<file path="src/pkg/amct_pkg.sv">
// Package of constants and types for converter mode and timing control
package amct_pkg;
    // Register offsets (byte addresses on the register port) and reset values
    localparam logic [7:0] CONV_TIME_BASE = 8'h30;
    localparam logic [7:0] MODE_BASE      = 8'h38;
    localparam logic [7:0] CONV_TIME_RST  = 8'h91;
    localparam logic [7:0] MODE_RST       = 8'h00;
    // Field positions
    localparam int POLARITY_SWAP_ENABLE_BIT   = 7;
    localparam int MODE_HI    = 7;
    localparam int MODE_LO    = 5;
    localparam int CLOCK_OUTPUT_DISABLE_BIT = 4;
    localparam int DUMP_BIT   = 3;
    localparam int CONTRD_BIT = 2;
    localparam int WIDE_BIT   = 1;
    localparam int CLAMP_BIT  = 0;
    // Conversion time coefficients in master-clock cycles and minimum filter words
    localparam logic [15:0] POLARITY_SWAP_ENABLE_MUL    = 16'h0080;
    localparam logic [15:0] POLARITY_SWAP_ENABLE_ADD1   = 16'h00f8;
    localparam logic [15:0] POLARITY_SWAP_ENABLE_ADDN   = 16'h00f9;
    localparam logic [15:0] NOCHOP_MUL  = 16'h0040;
    localparam logic [15:0] NOCHOP_ADD1 = 16'h00ce;
    localparam logic [15:0] NOCHOP_ADDN = 16'h00cf;
    localparam logic [6:0]  POLARITY_SWAP_ENABLE_FW_MIN   = 7'h02;
    localparam logic [6:0]  NOCHOP_FW_MIN = 7'h03;
    // Mode codes
    typedef enum logic [2:0] {
        MODE_IDLE   = 3'h0,
        MODE_CONT   = 3'h1,
        MODE_SINGLE = 3'h2,
        MODE_STBY   = 3'h3,
        MODE_SELFZ  = 3'h4,
        MODE_RSVD   = 3'h5,
        MODE_SYSZ   = 3'h6,
        MODE_SYSF   = 3'h7
    } amct_mode_t;
    // Sequencer states, Gray along idle, run, done
    typedef enum logic [1:0] {
        ST_IDLE = 2'b00,
        ST_RUN  = 2'b01,
        ST_DONE = 2'b11
    } amct_state_t;
endpackage

</file>
<file path="src/design/amct_conv_timer.sv">
// Conversion period counter driven by the master clock
`timescale 1ns/10ps
module amct_conv_timer
    import amct_pkg::*;
(
    input  wire logic        core_clk,
    input  wire logic        rst_n,
    input  wire logic        start,
    input  wire logic        abort,
    input  wire logic        clkRun,
    input  wire logic [7:0]  convTime,
    input  wire logic        multiChan,
    output logic             busy,
    output logic             done
);
    logic [15:0] cyclesD;
    logic [15:0] countQ;
    logic [15:0] fwWide;

    // Period from filter word and chopping setting
    always_comb begin
        fwWide = {9'h000, convTime[6:0]};
        if (convTime[POLARITY_SWAP_ENABLE_BIT]) begin
            cyclesD = 16'(fwWide * POLARITY_SWAP_ENABLE_MUL)
                    + (multiChan ? POLARITY_SWAP_ENABLE_ADDN : POLARITY_SWAP_ENABLE_ADD1);
        end else begin
            cyclesD = 16'(fwWide * NOCHOP_MUL)
                    + (multiChan ? NOCHOP_ADDN : NOCHOP_ADD1);
        end
    end

    // Down counter; one cycle per master clock edge
    always_ff @(posedge core_clk or negedge rst_n) begin
        if (!rst_n) begin
            countQ <= 16'h0000;
        end else if (abort) begin
            countQ <= 16'h0000;
        end else if (start) begin
            countQ <= cyclesD;
        end else if (countQ != 16'h0000 && clkRun) begin
            countQ <= countQ - 16'h0001;
        end
    end

    assign busy = (countQ != 16'h0000);
    assign done = clkRun && !abort && !start && (countQ == 16'h0001);

    a_timer_load: assert property (
        @(posedge core_clk) disable iff (!rst_n)
        start && !abort |=> countQ == $past(cyclesD)
    ) else $error("timer not loaded with period");
endmodule // amct_conv_timer

</file>
<file path="src/design/amct_mode_ctrl.sv">
// Mode register, conversion time registers and conversion sequencer
`timescale 1ns/10ps
module amct_mode_ctrl
    import amct_pkg::*;
(
    input  wire logic        core_clk,
    input  wire logic        rst_n,
    input  wire logic        regWrite,
    input  wire logic        regRead,
    input  wire logic [7:0]  regAddr,
    input  wire logic [7:0]  regWdata,
    output logic      [7:0]  regRdata,
    input  wire logic [3:0]  chanEnable,
    input  wire logic        crystalMode,
    input  wire logic        rawOverRange,
    input  wire logic        rawNegative,
    input  wire logic [23:0] rawResult,
    output logic             masterClockOutEn,
    output logic             masterClockOut,
    output logic             readyPin_n,
    output logic      [3:0]  chanReady,
    output logic             statusClear,
    output logic             resultValid,
    output logic      [1:0]  resultChan,
    output logic      [23:0] resultData,
    output logic             resultWide,
    output logic             dumpRead,
    output logic             contRead,
    output logic      [1:0]  calibKind,
    output logic             calibDone,
    output logic             standby,
    output logic             convActive,
    output logic      [1:0]  activeChan
);
    logic [7:0]  convTimeQ [4];
    logic [7:0]  modeQ;
    logic [1:0]  chanQ;
    logic [1:0]  chanD;
    amct_state_t stateQ;
    logic        modeWrite;
    logic        convTimeWrite;
    logic        startQ;
    logic        tmrBusy;
    logic        tmrDone;
    logic        clkRun;
    logic        multiChan;
    logic        readyPinQ;
    logic [3:0]  chanReadyQ;
    logic        clkToggleQ;
    amct_mode_t  curMode;
    logic [2:0]  enCount;
    logic [1:0]  timeChan;

    // Address decode; mode answers at 38h to 3Bh
    assign modeWrite     = regWrite && (regAddr[7:2] == MODE_BASE[7:2]);
    assign convTimeWrite = regWrite && (regAddr[7:2] == CONV_TIME_BASE[7:2]);
    assign curMode       = amct_mode_t'(modeQ[MODE_HI:MODE_LO]);

    // Conversion time registers
    always_ff @(posedge core_clk or negedge rst_n) begin
        if (!rst_n) begin
            for (int i = 0; i < 4; i++) begin
                convTimeQ[i] <= CONV_TIME_RST;
            end
        end else if (convTimeWrite) begin
            convTimeQ[regAddr[1:0]] <= regWdata;
        end
    end

    // Mode register; hardware clears mode bits at end of one-shot modes
    always_ff @(posedge core_clk or negedge rst_n) begin
        if (!rst_n) begin
            modeQ <= MODE_RST;
            chanQ <= 2'h0;
        end else if (modeWrite) begin
            modeQ <= regWdata;
            chanQ <= regAddr[1:0];
        end else if (stateQ == ST_DONE && curMode != MODE_CONT) begin
            modeQ[MODE_HI:MODE_LO] <= MODE_IDLE;
        end else if (stateQ == ST_DONE) begin
            chanQ <= chanD;
        end
    end

    // Read mux; mode is read only at its base address
    always_comb begin
        regRdata = 8'h00;
        if (regRead && regAddr == MODE_BASE) begin
            regRdata = modeQ;
        end else if (regRead && regAddr[7:2] == CONV_TIME_BASE[7:2]) begin
            regRdata = convTimeQ[regAddr[1:0]];
        end
    end

    // Next enabled channel after the current one, wrapping
    always_comb begin
        chanD = chanQ;
        for (int k = 3; k >= 1; k--) begin
            if (chanEnable[2'(chanQ + 2'(k))]) begin
                chanD = 2'(chanQ + 2'(k));
            end
        end
    end

    // Enabled channel count selects the several-channel timing
    always_comb begin
        enCount = 3'h0;
        for (int j = 0; j < 4; j++) begin
            enCount = enCount + {2'h0, chanEnable[j]};
        end
    end
    assign multiChan = (curMode == MODE_CONT) && (enCount > 3'h1);

    // Reload on a channel step uses the next channel's time register
    assign timeChan = (stateQ == ST_DONE) ? chanD : chanQ;

    // Crystal with output disabled freezes conversions
    assign clkRun = !(crystalMode && modeQ[CLOCK_OUTPUT_DISABLE_BIT]);

    // Sequencer; a mode write aborts and restarts
    always_ff @(posedge core_clk or negedge rst_n) begin
        if (!rst_n) begin
            stateQ <= ST_IDLE;
            startQ <= 1'b0;
        end else if (modeWrite) begin
            stateQ <= ST_IDLE;
            startQ <= 1'b1;
        end else begin
            startQ <= 1'b0;
            unique case (stateQ)
                ST_IDLE: begin
                    if (startQ && curMode != MODE_IDLE && curMode != MODE_STBY
                        && curMode != MODE_RSVD) begin
                        stateQ <= ST_RUN;
                    end
                end
                ST_RUN: begin
                    if (tmrDone) begin
                        stateQ <= ST_DONE;
                    end
                end
                ST_DONE: begin
                    if (curMode == MODE_CONT && chanEnable != 4'h0) begin
                        stateQ <= ST_RUN;
                    end else begin
                        stateQ <= ST_IDLE;
                    end
                end
                default: stateQ <= ST_IDLE;
            endcase
        end
    end

    amct_conv_timer u_timer (
        .core_clk  (core_clk),
        .rst_n     (rst_n),
        .start     ((stateQ == ST_IDLE && startQ) || stateQ == ST_DONE),
        .abort     (modeWrite),
        .clkRun    (clkRun),
        .convTime  (convTimeQ[timeChan]),
        .multiChan (multiChan),
        .busy      (tmrBusy),
        .done      (tmrDone)
    );

    // Result capture with clamp and width handling
    always_ff @(posedge core_clk or negedge rst_n) begin
        if (!rst_n) begin
            resultValid <= 1'b0;
            resultChan  <= 2'h0;
            resultData  <= 24'h000000;
            calibDone   <= 1'b0;
        end else begin
            resultValid <= 1'b0;
            calibDone   <= 1'b0;
            if (stateQ == ST_RUN && tmrDone && !modeWrite) begin
                if (curMode == MODE_CONT || curMode == MODE_SINGLE) begin
                    resultValid <= 1'b1;
                    resultChan  <= chanQ;
                    if (modeQ[CLAMP_BIT] && rawOverRange) begin
                        resultData <= rawNegative ? 24'h000000
                                                  : 24'hffffff;
                    end else if (modeQ[WIDE_BIT]) begin
                        resultData <= rawResult;
                    end else begin
                        resultData <= {8'h00, rawResult[23:8]};
                    end
                end else begin
                    calibDone <= 1'b1;
                end
            end
        end
    end

    // Ready flags and pin; a mode write clears, conversion completion sets
    always_ff @(posedge core_clk or negedge rst_n) begin
        if (!rst_n) begin
            chanReadyQ <= 4'h0;
            readyPinQ  <= 1'b1;
        end else if (modeWrite) begin
            chanReadyQ <= 4'h0;
            readyPinQ  <= 1'b1;
        end else if (stateQ == ST_RUN && tmrDone
                     && (curMode == MODE_CONT || curMode == MODE_SINGLE)) begin
            chanReadyQ[chanQ] <= 1'b1;
            readyPinQ  <= 1'b0;
        end
    end

    // Master clock output divided from core clock
    always_ff @(posedge core_clk or negedge rst_n) begin
        if (!rst_n) begin
            clkToggleQ <= 1'b0;
        end else begin
            clkToggleQ <= ~clkToggleQ;
        end
    end

    // Output assignments
    assign masterClockOutEn = !modeQ[CLOCK_OUTPUT_DISABLE_BIT];
    assign masterClockOut   = clkToggleQ;
    assign readyPin_n       = readyPinQ;
    assign chanReady        = chanReadyQ;
    assign statusClear      = modeWrite;
    assign resultWide       = modeQ[WIDE_BIT];
    assign dumpRead         = modeQ[DUMP_BIT] || modeQ[CONTRD_BIT];
    assign contRead         = modeQ[CONTRD_BIT];
    assign calibKind        = modeQ[6:5];
    assign standby          = (curMode == MODE_STBY);
    assign convActive       = tmrBusy;
    assign activeChan       = chanQ;

    a_write_clears_ready: assert property (@(posedge core_clk)
        disable iff (!rst_n) modeWrite |=> readyPin_n && chanReady == 4'h0
    ) else $error("mode write did not clear ready");
    a_single_to_idle: assert property (@(posedge core_clk) disable iff (!rst_n)
        stateQ == ST_DONE && curMode == MODE_SINGLE && !modeWrite
        |=> curMode == MODE_IDLE
    ) else $error("single conversion did not return to idle");
    a_reset_mode: assert property (@(posedge core_clk) disable iff (!rst_n)
        $rose(rst_n) |-> modeQ == MODE_RST
    ) else $error("mode not reset");
    a_clkout_disable: assert property (@(posedge core_clk)
        disable iff (!rst_n) modeQ[CLOCK_OUTPUT_DISABLE_BIT] |-> !masterClockOutEn
    ) else $error("clock output not disabled");
    a_mode_write_take: assert property (@(posedge core_clk)
        disable iff (!rst_n) modeWrite |=> modeQ == $past(regWdata)
            && chanQ == $past(regAddr[1:0])
    ) else $error("mode write not taken");
    a_clamp_high: assert property (@(posedge core_clk) disable iff (!rst_n)
        stateQ == ST_RUN && tmrDone && !modeWrite && curMode == MODE_SINGLE
        && modeQ[CLAMP_BIT] && rawOverRange && !rawNegative
        |=> resultData == 24'hffffff
    ) else $error("clamp failed");
    a_cont_read_dump: assert property (@(posedge core_clk)
        disable iff (!rst_n) contRead |-> dumpRead
    ) else $error("continuous read without dump");
    a_narrow_data: assert property (@(posedge core_clk) disable iff (!rst_n)
        resultValid && !resultWide && !rawOverRange |-> resultData[23:16] == 8'h00
    ) else $error("narrow data has high bits");

    // Checks on abort, completion and channel stepping
    a_status_pulse: assert property (
        @(posedge core_clk) disable iff (!rst_n)
        modeWrite |-> statusClear
    ) else $error("status clear missing on mode write");

    a_abort_idle: assert property (
        @(posedge core_clk) disable iff (!rst_n)
        modeWrite |=> stateQ == ST_IDLE && !convActive
    ) else $error("mode write did not abort conversion");

    a_ready_pin_set: assert property (
        @(posedge core_clk) disable iff (!rst_n)
        stateQ == ST_RUN && tmrDone && curMode == MODE_SINGLE && !modeWrite
        |=> !readyPin_n && chanReady[$past(chanQ)]
    ) else $error("single end did not signal ready");

    a_cont_stays: assert property (
        @(posedge core_clk) disable iff (!rst_n)
        stateQ == ST_DONE && curMode == MODE_CONT && chanEnable != 4'h0
        && !modeWrite |=> stateQ == ST_RUN && curMode == MODE_CONT
    ) else $error("continuous mode did not go on");

    a_next_channel: assert property (
        @(posedge core_clk) disable iff (!rst_n)
        stateQ == ST_DONE && curMode == MODE_CONT && !modeWrite
        |=> activeChan == $past(chanD)
    ) else $error("continuous mode did not step channel");

    a_calib_to_idle: assert property (
        @(posedge core_clk) disable iff (!rst_n)
        stateQ == ST_DONE && !modeWrite && (curMode == MODE_SELFZ
        || curMode == MODE_SYSZ || curMode == MODE_SYSF)
        |=> curMode == MODE_IDLE
    ) else $error("calibration did not return to idle");

    a_crystal_freeze: assert property (
        @(posedge core_clk) disable iff (!rst_n)
        !clkRun |-> !tmrDone
    ) else $error("conversion ended with clock stopped");

    a_no_start_idle: assert property (
        @(posedge core_clk) disable iff (!rst_n)
        stateQ == ST_IDLE && startQ && !modeWrite && (curMode == MODE_IDLE
        || curMode == MODE_STBY || curMode == MODE_RSVD)
        |=> stateQ == ST_IDLE
    ) else $error("idle or standby started a conversion");
endmodule // amct_mode_ctrl

</file>
<file path="config.mk">
export PLATFORM = sky130hd
export DESIGN_NAME = amct_mode_ctrl
export DESIGN_NICKNAME = d
export VERILOG_FILES = /design/src/pkg/amct_pkg.sv /design/src/design/amct_conv_timer.sv /design/src/design/amct_mode_ctrl.sv
export SDC_FILE = /design/constraint.sdc
export NUM_CORES = 1
export LEC_CHECK = 0
export ABC_AREA = 1
export BUFFER_PORTS_ARGS = -buffer_cell sky130_fd_sc_hd__buf_2
export CAP_MARGIN = 20
export CORE_UTILIZATION = 30
export CTS_CLUSTER_SIZE = 24
export DETAILED_ROUTE_END_ITERATION = 8
export PLACE_DENSITY = 0.48
export SLEW_MARGIN = 40
export SYNTH_ARGS = -nofsm -noshare
export SYNTH_HDL_FRONTEND = slang
export SYNTH_SLANG_ARGS = --single-unit
</file>
<file path="constraint.sdc">
create_clock -name core_clk -period 7.87 [get_ports core_clk]
set_input_delay 1.9675 -clock core_clk [delete_from_list [all_inputs] [get_ports core_clk]]
set_output_delay 1.9675 -clock core_clk [all_outputs]
set_load 0.05 [all_outputs]
</file>
**Word level (Yosys, flattened, before mapping)**

Index checks and enable logic that the tools add are counted.

- Input bits: 51
- Flip-flop bits (word level): 95
- Word-level logic and storage cells: 142
- Output and inout port bits: 53

- Bitwise logic cells: 4
- $lt $le $gt $ge: 9
- Eq/ne operators: 15
- Mux-type cells: 50
- Reductions and logical operators: 38
- $add $sub $neg: 9

Operator list:

| cell | count |
|---|---|
| 24-bit 2-to-1 mux | 3 |
| 16-bit 2-to-1 mux | 4 |
| 8-bit 2-to-1 mux | 7 |
| 8-bit binary-select mux with 2-bit select | 2 |
| 32-bit bitwise mux | 1 |
| 1-bit logical AND | 22 |
| 2-bit 2-to-1 mux | 9 |
| 13-bit by 16-bit adder with 16-bit output | 1 |
| 14-bit by 16-bit adder with 16-bit output | 1 |
| 8-bit demux with 2-bit select | 1 |
| 16-bit by 1-bit equality test with 1-bit output (second input constant) | 1 |
| 16-bit nonzero test | 1 |
| 16-bit by 1-bit subtractor with 16-bit output (second input constant) | 1 |
| 1-bit 2-to-1 mux | 14 |
| 6-bit by 4-bit equality test with 1-bit output (second input constant) | 2 |
| 2-bit by 3-bit < comparator with 1-bit output (second input constant) | 4 |
| 3-bit by 2-bit inequality test with 1-bit output (second input constant) | 3 |
| 8-bit by 6-bit equality test with 1-bit output (second input constant) | 1 |
| 4-bit 2-to-1 mux | 2 |
| 1-bit binary-select mux with 2-bit select | 3 |
| 3-bit by 2-bit equality test with 1-bit output (second input constant) | 2 |
| 3-bit >= comparator (second input constant) | 2 |
| 3-bit 2-to-1 mux | 2 |
| 2-bit inverter with 3-bit output | 2 |
| 25 further kinds | 34 |

**Depth between registers and ports, before layout**

Gate-level depths: netlist (run 1).

- Depth in word-level cells: 15
- Mapped depth: 26
- Gate-level depth less buffers: 25

**Modules after synthesis**

A second synthesis (run 1) with hierarchy kept.

- Cells, all modules: 800
- Area, all modules: 5784.3 sq um

By module, submodules not included:

| module | cells each | seq. area each (sq um) | area an instance (sq um) | instances |
|---|---|---|---|---|
| amct_mode_ctrl | 556 | 1993.2 | 4274.1 | 1 |
| amct_conv_timer | 244 | 400.4 | 1510.2 | 1 |

**Worst setup path after synthesis (run 1)**

OpenSTA, ideal clock, no wires.

- Kind: input to output
- From: input regAddr[5]
- To: output regRdata[0]
- Arrival time: 3.588 ns
- Cell stages on the path: 4
- Path buffers: 0
- Slack: 2.315 ns
- Data required time: 5.903 ns
- Cells stage by stage: nand2_1 > nor3b_1 > nand4_1 > o21ai_0

- Longest elaborated chain between the ends: 4
- Elaborated cells between the ends (all ways): 6
- Those cells by class: eq/ne: 2; mux: 2; reduce/logical: 2

Ends and longest elaborated chain:

| element | RTL line | source |
|---|---|---|
| from (decl) | amct_mode_ctrl.sv:10 | `input wire logic [7:0] regAddr,` |
| 6-bit by 4-bit equality test with 1-bit output | amct_mode_ctrl.sv:90 | `end else if (regRead && regAddr[7:2] == CONV_TIME_BASE[7:2]) begin` |
| 1-bit logical AND | amct_mode_ctrl.sv:90 |  |
| 8-bit 2-to-1 mux | amct_mode_ctrl.sv:90 |  |
| 8-bit 2-to-1 mux * | amct_mode_ctrl.sv:88 | `if (regRead && regAddr == MODE_BASE) begin` |
| to (decl) | amct_mode_ctrl.sv:12 | `output logic [7:0] regRdata,` |

Mark *: on every way between the ends. The rest lies on a longest branch, timed or not.

**Worst setup path in the final report (run 1)**

- From: input regAddr[2]
- To: output regRdata[5]

Same word-level chain as after synthesis.

==> results of run 1 <==
==> power groups by stage <==
stage,clock network (uW),registers [uW],logic (uW)
3_3_place_gp,0,635,667
6_report,463,626,671
4_1_cts,476,626,673
2_1_floorplan,0,650,491
5_1_grt,496,637,763
3_5_place_dp,0,635,669
==> routing by layer <==
metal | GRT usage | vias to the layer above | part of all wire
met5 | 0 | - | 0
met4 | 0.04222 | 0 | 0.012
met3 | 0.03419 | 11 | 0.040
met2 | 0.2813 | 121 | 0.45
met1 | 0.2588 | 2509 | 0.50
li1 | - | 2794 | -
==> area by class of cell <==
cell class | instances | area share
multi-input cells | 578 | 0.4205
flip-flops and latches | 95 | 0.3549
repair buffers | 110 | 0.08511
inverters | 93 | 0.05173
well taps | 234 | 0.04339
clock buffers | 12 | 0.03653
clock inverters | 4 | 0.007788
==> placed cells by master (no fill, tap or decap), types with 7 or more instances in the layout <==
cell type / Yosys / routed
clkbuf_16: 0 / 9
a31oi_1: 9 / 9
nand2_2: 13 / 13
o22ai_1: 9 / 9
o21a_1: 16 / 16
nor3_1: 8 / 8
dfrtp_1: 82 / 81
buf_2: 3 / 102
dfstp_2: 13 / 13
inv_1: 88 / 88
buf_4: 4 / 7
o21ai_1: 7 / 7
nor2_1: 48 / 48
nand3_1: 54 / 54
ha_1: 9 / 9
o21ai_0: 96 / 96
a21oi_1: 40 / 40
nand2_1: 225 / 225
==> flip-flops by register name, indices dropped and copies added, names as in the netlist <==
register	cells
startQ	1
modeQ	8
u_timer.countQ	16
convTimeQ	32
stateQ	2
calibDone	1
masterClockOut	1
resultChan	2
activeChan	2
readyPin_n	1
resultData	24
resultValid	1
chanReady	4
==> logic make-up after synthesis <==
family                     synth area share
AOI/OAI and AO/OA                    0.1875
xor gates and xnor gates           0.006135
adders and majority gates           0.02322
buffers and inverters               0.08412
DFF                                  0.4191
and+or+nand+nor                      0.2800
==> worst paths after layout <==
kind / startpoint / to / slack, ns
hold reg to reg: masterClockOut / masterClockOut / 0.42
hold / removal: masterClockOut / masterClockOut / 0.42
setup reg to reg: activeChan[0] / u_timer.countQ[12] / 4.12
min in group asynchronous: rst_n / u_timer.countQ[3] / 1.60
max in group asynchronous: rst_n / modeQ[1] / 5.33
setup / recovery: regAddr[2] / regRdata[5] / 2.05
==> through the flow <==
step	std cells	util	setup WS [ns]
2_1_floorplan	794	-	2.315
3_3_place_gp	1110	0.3445	2.089
3_5_place_dp	1110	0.3445	2.110
4_1_cts	1126	0.3605	2.108
5_1_grt	1126	0.3607	1.928
6_report	1126	0.3607	2.046
==> metrics, run 1 <==
most frequent cell after synthesis=nand2_1; Wirelength per Cell=15.32 um; Final ANT Viol Nets=0; TritonCTS buffer count=9; minimum clock period=5.824 ns; synthesized cell area=5712 sq um; total number of vias=5,435; fmax=171.7 MHz; CTS sink cnt=95; CTS tree=yes; multi-input logic area=2838 sq um; Vias/cell=4.827; Post-synth top cells=225 x nand2_1, 96 x o21ai_0, 88 x inv_1; hold path cells=1; Initial DRC Count=390; Crit path required time=5.90 ns; synthesis-to-layout area growth=18.14%; Post-synth ARST share=1.000; Seq pwr share=0.356; RSZ-0062 raised after global routing=no; GRT Residual Overflow=0; CP Cell Sequence=buf_2, nor3_1, nand2_1, nor2_1, o2111ai_1, o21ai_0, buf_2; Avg Cell Area, Syn=7.194 sq um; CP Class=in2out; Hold WS=0.4157 ns; final setup fails=0; Post-layout nets=948; Core Box Area=18,710 sq um; Total Neg Setup Slack=0 ns; Mapped Cells=794; Clk pwr share=0.263; diode count=0; initial antenna violation count=0; Register-to-Register Path Depth=25; Top Family by Delay on Critical Path=simple AND/OR/NAND/NOR gates; CTS clock-pin slew for the worst setup and hold paths=0.07 ns; Initial Util=0.3054; sw frac=0.4146; Buffers & Inverters on Critical Path=2; Pre-antenna DRT Iters=5; Crit path depth=7; post-synth cell types=41; CP max stage cell=nor2_1; H-tree depth=3; routability cong.=0.8167; Final Hold Fails=0; Final Max Tran Viols=0; die extent in y=140.0 um; part of the power in combinational logic=0.381; post-synthesis register bit count=95; # port buffers=103; CTS Hold Bufs=0; total power=1760 uW; EDFF count, synth=0; top post-synthesis cells by area=dfrtp_1 36%, nand2_1 15%, o21ai_0 8.4%; Root Buffer=clkbuf_16; Most used DFF post-synth=dfrtp_1; NetSw=729.8 uW; Yosys warnings=0; Die Area=19,590 sq um; width of the die=140.0 um; number of max-cap violations=0; P_int=1031 uW; final WL=17.25 mm; fin crit share=0.7401; outcome=completed; global-route wire length before repair=27.78 mm; PD cells=260.9 nW/um^2; FILL cells=2,024; Ports=104; clk_lat worst skew=0.35 ns; Setup crit start kind=input pin; placed instance area=6444 sq um; number of global-route vias before repair=5,086; Reg area=2395 sq um; DP HPWL=12.39 mm; Hold/Removal Path Class=reg2reg; crit-path max cell delay=0.55 ns; clock buffer depth=2; Max FO, Critical Path=8; row cnt=50; All-Layer GR Usage=0.1811; Setup Fix Bufs, Post-CTS=0; top cell type's share of synthesized area=0.3593; drc violations=0; P_leak=0.003331 uW; Clock Skews=0.01281 ns; layout cells sized above 1=0.1895; CP most frequent cell=buf_2; relative slew slack=0.5433; largest net degree at the start of global routing=58; pin slew with the least headroom to its limit=0.6825 ns; critical path capture point type=output port; Max VDD drop=0.0001185 V; fin area=6748 sq um; Mapped Nets=855; leading area contributor after synthesis=dfrtp_1; register area share after synthesis=0.4191; Worst EP arrival=3.86 ns; Resized cells post-CTS=0
Power figures use the tool's default switching activity.
==> run 2, diff against run 1 <==
Settings changed: ABC_AREA 1 to 0.
Clock period 7.87 ns to 6.1 ns, I/O delays scaled along.
==> run 2 against run 1 <==
  * Synthesized cell count shrank 32%
  * Utilization is 0.41 points higher
  * Flip-flop and latch count is the same
  * Critical path depth down 1
  * Register-to-register slack lost 2.4 ns
  * Clock power is 25% higher
  * Non-clock buffer count is the same
  * Global-route usage decreased by 2.0 points
  * Routed wire length is 13% lower
  * Clock skew increased by 0.0042 ns
  * Total power rose by 32%
  * Worst setup slack worse by 0.89 ns
  * Critical path type unchanged
==> metrics, run 2 <==
Post-layout nets=689; Metal-1 WL=7.150 mm; Clk pwr share=0.249; clk_lat worst skew=0.36 ns; sw frac=0.4019; CTS clock-pin slew for the worst setup and hold paths=0.06 ns; met3 wire len=428 um; max reg flops=32; diode count=0; FILL cells=1,790; PD cells=350.8 nW/um^2; number of max-cap violations=0; top cell type's share of synthesized area=0.3642; NetSw=936.5 uW; Die Area=19,330 sq um; Yosys warnings=0; final setup fails=0; H-tree depth=3; most common cell after layout, fill and taps aside=buf_2; # placed instances=846; highest routed layer=met4; number of global-route vias before repair=4,551; Wirelength per Cell=17.50 um; Setup Fix Bufs, Post-CTS=0; CTS tree=yes; Total Neg Setup Slack=0 ns; FF-to-FF End=u_timer.countQ[9]; total number of vias=4,422; EDFF count, synth=0; final WL=15.09 mm; largest net degree at the start of global routing=52; Max FO, Critical Path=8; fmax=202.1 MHz; CTS Hold Bufs=0; post-synth cell types=61; DP HPWL=11.05 mm; Post-synth top cells=82 x dfrtp_1, 67 x nand2_1, 35 x mux2i_1; routability cong.=0.7900; CP Class=in2out; drc violations=0; relative slew slack=0.4911; Initial DRC Count=235; leading area contributor after synthesis=dfrtp_1; fin cells=862; hold path cells=1; Initial Util=0.3094; RSZ-0062 raised after global routing=no; Hold/Removal Path Class=reg2reg; pin slew with the least headroom to its limit=0.7606 ns; Root Buffer=clkbuf_16; Ports=104; outcome=completed; CTS sink cnt=95; Mapped Cells=537; largest registers=convTimeQ: 32 flops, resultData: 24 flops, u_timer.countQ: 16 flops; placed instance area=6345 sq um; Crit path required time=4.58 ns; Avg Cell Area, Syn=10.49 sq um; Hold Crit Start=masterClockOut; fin crit share=0.8112; critical path capture point type=output port; Reg2Reg Launch Point=activeChan[1]; global-route wire length before repair=24.32 mm; width of the die=139.0 um; hold worst-path end=masterClockOut; die extent in y=139.0 um; Worst EP arrival=3.42 ns; synthesized cell area=5634 sq um; initial antenna violation count=0; # port buffers=103; Resized cells post-CTS=0; part of the power in combinational logic=0.379; Final Max Tran Viols=0; GRT Residual Overflow=0; All-Layer GR Usage=0.1607; Setup crit start kind=input pin; P_leak=0.003159 uW; TritonCTS buffer count=9; most frequent cells in the layout=102 x buf_2, 81 x dfrtp_1, 67 x nand2_1; minimum clock period=4.948 ns; synthesis-to-layout area growth=17.90%; reg2reg setup slack=1.69 ns; Seq pwr share=0.372; Mapped Nets=598; Post-synth ARST share=1.000; Biggest register=convTimeQ; Most used DFF post-synth=dfrtp_1; clock buffer depth=2; routed length on met2=7.257 mm; Final Hold Fails=0; post-synthesis register bit count=95; fin area=6643 sq um; top post-synthesis cells by area=dfrtp_1 36%, mux2_2 6.8%, mux2i_1 6.2%; P_int=1394 uW; Pre-antenna DRT Iters=4; most frequent cell after synthesis=dfrtp_1; layout cells sized above 1=0.3239; Max VDD drop=0.0001483 V; Register-to-Register Path Depth=11; Vias/cell=5.130; Final ANT Viol Nets=0; Clock Skews=0.01697 ns; register area share after synthesis=0.4248; Hold WS=0.4209 ns; Core Box Area=18,210 sq um; row cnt=49
## run 2: critical path: stages
cell	delay, ns
buf_2	0.09
nor4_1	0.49
nand2_1	0.17
nor2_1	0.61
a22o_1	0.26
buf_2	0.26
## run 2: cells by family after synthesis
kind of cell	count (synthesis)	share of synthesized area
AOI/OAI and AO/OA	125	0.1606
xor gates and xnor gates	21	0.03265
adders and majority gates	10	0.02354
buffers and inverters	48	0.03886
DFF	95	0.4248
muxes	85	0.1914
and+or+nand+nor	153	0.1281
## run 2: how the worst max path moves through the flow
| stage | slack (ns) | startpoint | depth (start not counted) | end |
|---|---|---|---|---|
| 3_5_place_dp | 1.10 | regAddr[7] | 6 | regRdata[1] |
| 2_1_floorplan | 1.58 | regAddr[7] | 4 | statusClear |
| 4_1_cts | 1.10 | regAddr[7] | 6 | regRdata[0] |
| 6_report | 1.15 | regAddr[7] | 6 | regRdata[4] |
| 3_3_place_gp | 1.08 | regAddr[7] | 6 | regRdata[1] |
| 5_1_grt | 0.98 | regAddr[7] | 6 | regRdata[5] |
## run 2: metrics by stage
step	util	power (uW)	setup slack [ns]
after CTS	0.3648	2358	1.097
final	0.3648	2330	1.152
after global routing	0.3648	2474	0.9784
after floorplan	-	1573	1.583
after detailed placement	0.3485	1767	1.097
after global placement	0.3484	1756	1.084
## run 2: layout make-up
| cell class | instances | area [sq um] | area share |
|---|---|---|---|
| Multi-Input combinational cell | 394 | 3025 | 0.4555 |
| Sequential cell | 95 | 2395 | 0.3605 |
| Timing Repair Buffer | 110 | 570.5 | 0.08589 |
| Tap cell | 229 | 286.5 | 0.04313 |
| Clock buffer | 10 | 229.0 | 0.03447 |
| Clock inverter | 6 | 68.82 | 0.01036 |
| Inverter | 18 | 67.56 | 0.01017 |
## run 2: layer usage
layer	vias to the layer above	global-route usage
met3	19	0.02935
met2	78	0.2650
met4	0	0.05614
met5	-	0
li1	2137	-
met1	2188	0.2110
## run 2: power by group through the flow
| stage | clock network (uW) | logic (uW) | registers, uW |
|---|---|---|---|
| finish | 580 | 882 | 868 |
| CTS | 597 | 893 | 868 |
| floorplan | 0 | 586 | 988 |
| detailed placement | 0 | 888 | 879 |
| global route | 622 | 966 | 886 |
| global placement | 0 | 880 | 875 |
==> run 3, diff against run 2 <==
Clock period 6.1 ns to 4.9 ns, I/O delays scaled along.
==> run 3 against run 2 <==
  * Die area unchanged
  * Register-to-register slack lost 0.74 ns
  * Final cell count is 0.23% higher
  * Clock skew decreased by 0.0051 ns
  * Utilization up 0.069 points
  * Clock power grew 20%
  * Total power increased by 24%
  * First-iteration DRC count fell by 0.85%
  * Sequential share of layout area is 0.068 points lower
  * Critical path type unchanged
  * Largest cell class unchanged
==> metrics, run 3 (same netlist as run 2, synthesis figures left out) <==
clk_lat worst skew=0.36 ns; number of global-route vias before repair=4,532; routability cong.=0.8106; Wirelength per Cell=18.13 um; # port buffers=103; Setup crit start kind=input pin; total number of vias=4,427; Die Area=19,330 sq um; number of max-cap violations=0; largest net degree at the start of global routing=74; Final Hold Fails=0; largest registers=convTimeQ: 32 flops, resultData: 24 flops, u_timer.countQ: 16 flops; FILL cells=1,827; initial antenna violation count=0; Core Box Area=18,210 sq um; Resized cells post-CTS=0; Ports=104; TritonCTS buffer count=9; diode count=0; Crit path required time=3.67 ns; Hold Crit Start=masterClockOut; total power=2890 uW; most common cell after layout, fill and taps aside=buf_2; max reg flops=32; P_leak=0.003165 uW; drc violations=0; minimum clock period=3.983 ns; relative slew slack=0.4678; PD cells=434.2 nW/um^2; Finished Core Util=0.3655; layout cells sized above 1=0.3276; global-route wire length before repair=25.27 mm; clock buffer depth=2; critical path capture point type=output port; fin cells=864; Initial DRC Count=233; pin slew with the least headroom to its limit=0.7965 ns; PnR worst setup slack=0.9167 ns; Total Neg Setup Slack=0 ns; synthesis-to-layout area growth=18.12%; Worst EP arrival=2.76 ns; Max VDD drop=0.0001991 V; RSZ-0062 raised after global routing=no; CTS sink cnt=95; fmax=251.1 MHz; Root Buffer=clkbuf_16; All-Layer GR Usage=0.1687; Clock Skews=0.01184 ns; Final ANT Viol Nets=0; outcome=completed; DP HPWL=11.61 mm; hold path cells=1; final setup fails=0; CTS Hold Bufs=0; GRT Residual Overflow=0; H-tree depth=3; Initial Util=0.3094; hold worst-path end=masterClockOut; Hold/Removal Path Class=reg2reg; Register-to-Register Path Depth=12; FF-to-FF End=u_timer.countQ[9]; Setup Fix Bufs, Post-CTS=0; Vias/cell=5.124; die extent in y=139.0 um; worst slack, placed=0.9246 ns; Max FO, Critical Path=8; fin crit share=0.8129; width of the die=139.0 um; Biggest register=convTimeQ; Pre-antenna DRT Iters=5; reg2reg setup slack=0.95 ns; CP Class=in2out; Final Max Tran Viols=0; final WL=15.67 mm; # placed instances=848; row cnt=49; CTS tree=yes; most frequent cells in the layout=102 x buf_2, 81 x dfrtp_1, 67 x nand2_1; Reg2Reg Launch Point=activeChan[1]; CTS clock-pin slew for the worst setup and hold paths=0.07 ns; Post-layout nets=691
==> run 3: how the worst max path moves through the flow <==
stage,from,to
2_1_floorplan,regAddr[7],statusClear
3_3_place_gp,regAddr[7],regRdata[6]
5_1_grt,activeChan[1],u_timer.countQ[11]
4_1_cts,regAddr[7],regRdata[0]
6_report,regAddr[7],regRdata[6]
3_5_place_dp,regAddr[7],regRdata[0]
==> run 3: layer usage <==
metal	up-vias	wire (um)	track usage
met5	-	0	0
met4	0	313	0.06082
met3	19	548	0.03591
met2	84	7472	0.2709
met1	2190	7333	0.2239
li1	2134	-	-
==> run 3: cell type report <==
class                      count  area (sq um)  share of cell area
multi-input combinational    394          3025              0.4546
sequential                    95          2395              0.3598
clock buffer                  10         239.0             0.03591
tap                          229         286.5             0.04305
clock inverter                 6         52.55            0.007896
inverter                      18         67.56             0.01015
timing repair buffer         112         589.3             0.08855
==> run 3: through the flow <==
stage               instance area [sq um]  hold WS (ns)
finish                               6655        0.4114
global route                         6655        0.4469
CTS                                  6655        0.4122
detailed placement                   6364        0.4022
global placement                     6359        0.4008
floorplan                            5634        0.4605
==> run 3: power breakdown <==
part | internal, uW | switching (uW)
clock | 365 | 332
combinational | 412 | 698
sequential | 922 | 160
==> run 3: worst max-delay path, cell delays in order <==
cell and delay, ns:
buf_2 0.09, nor4_1 0.51, nand2_1 0.15, nor2_1 0.14
buf_4 0.19, a22o_1 0.18, buf_2 0.27
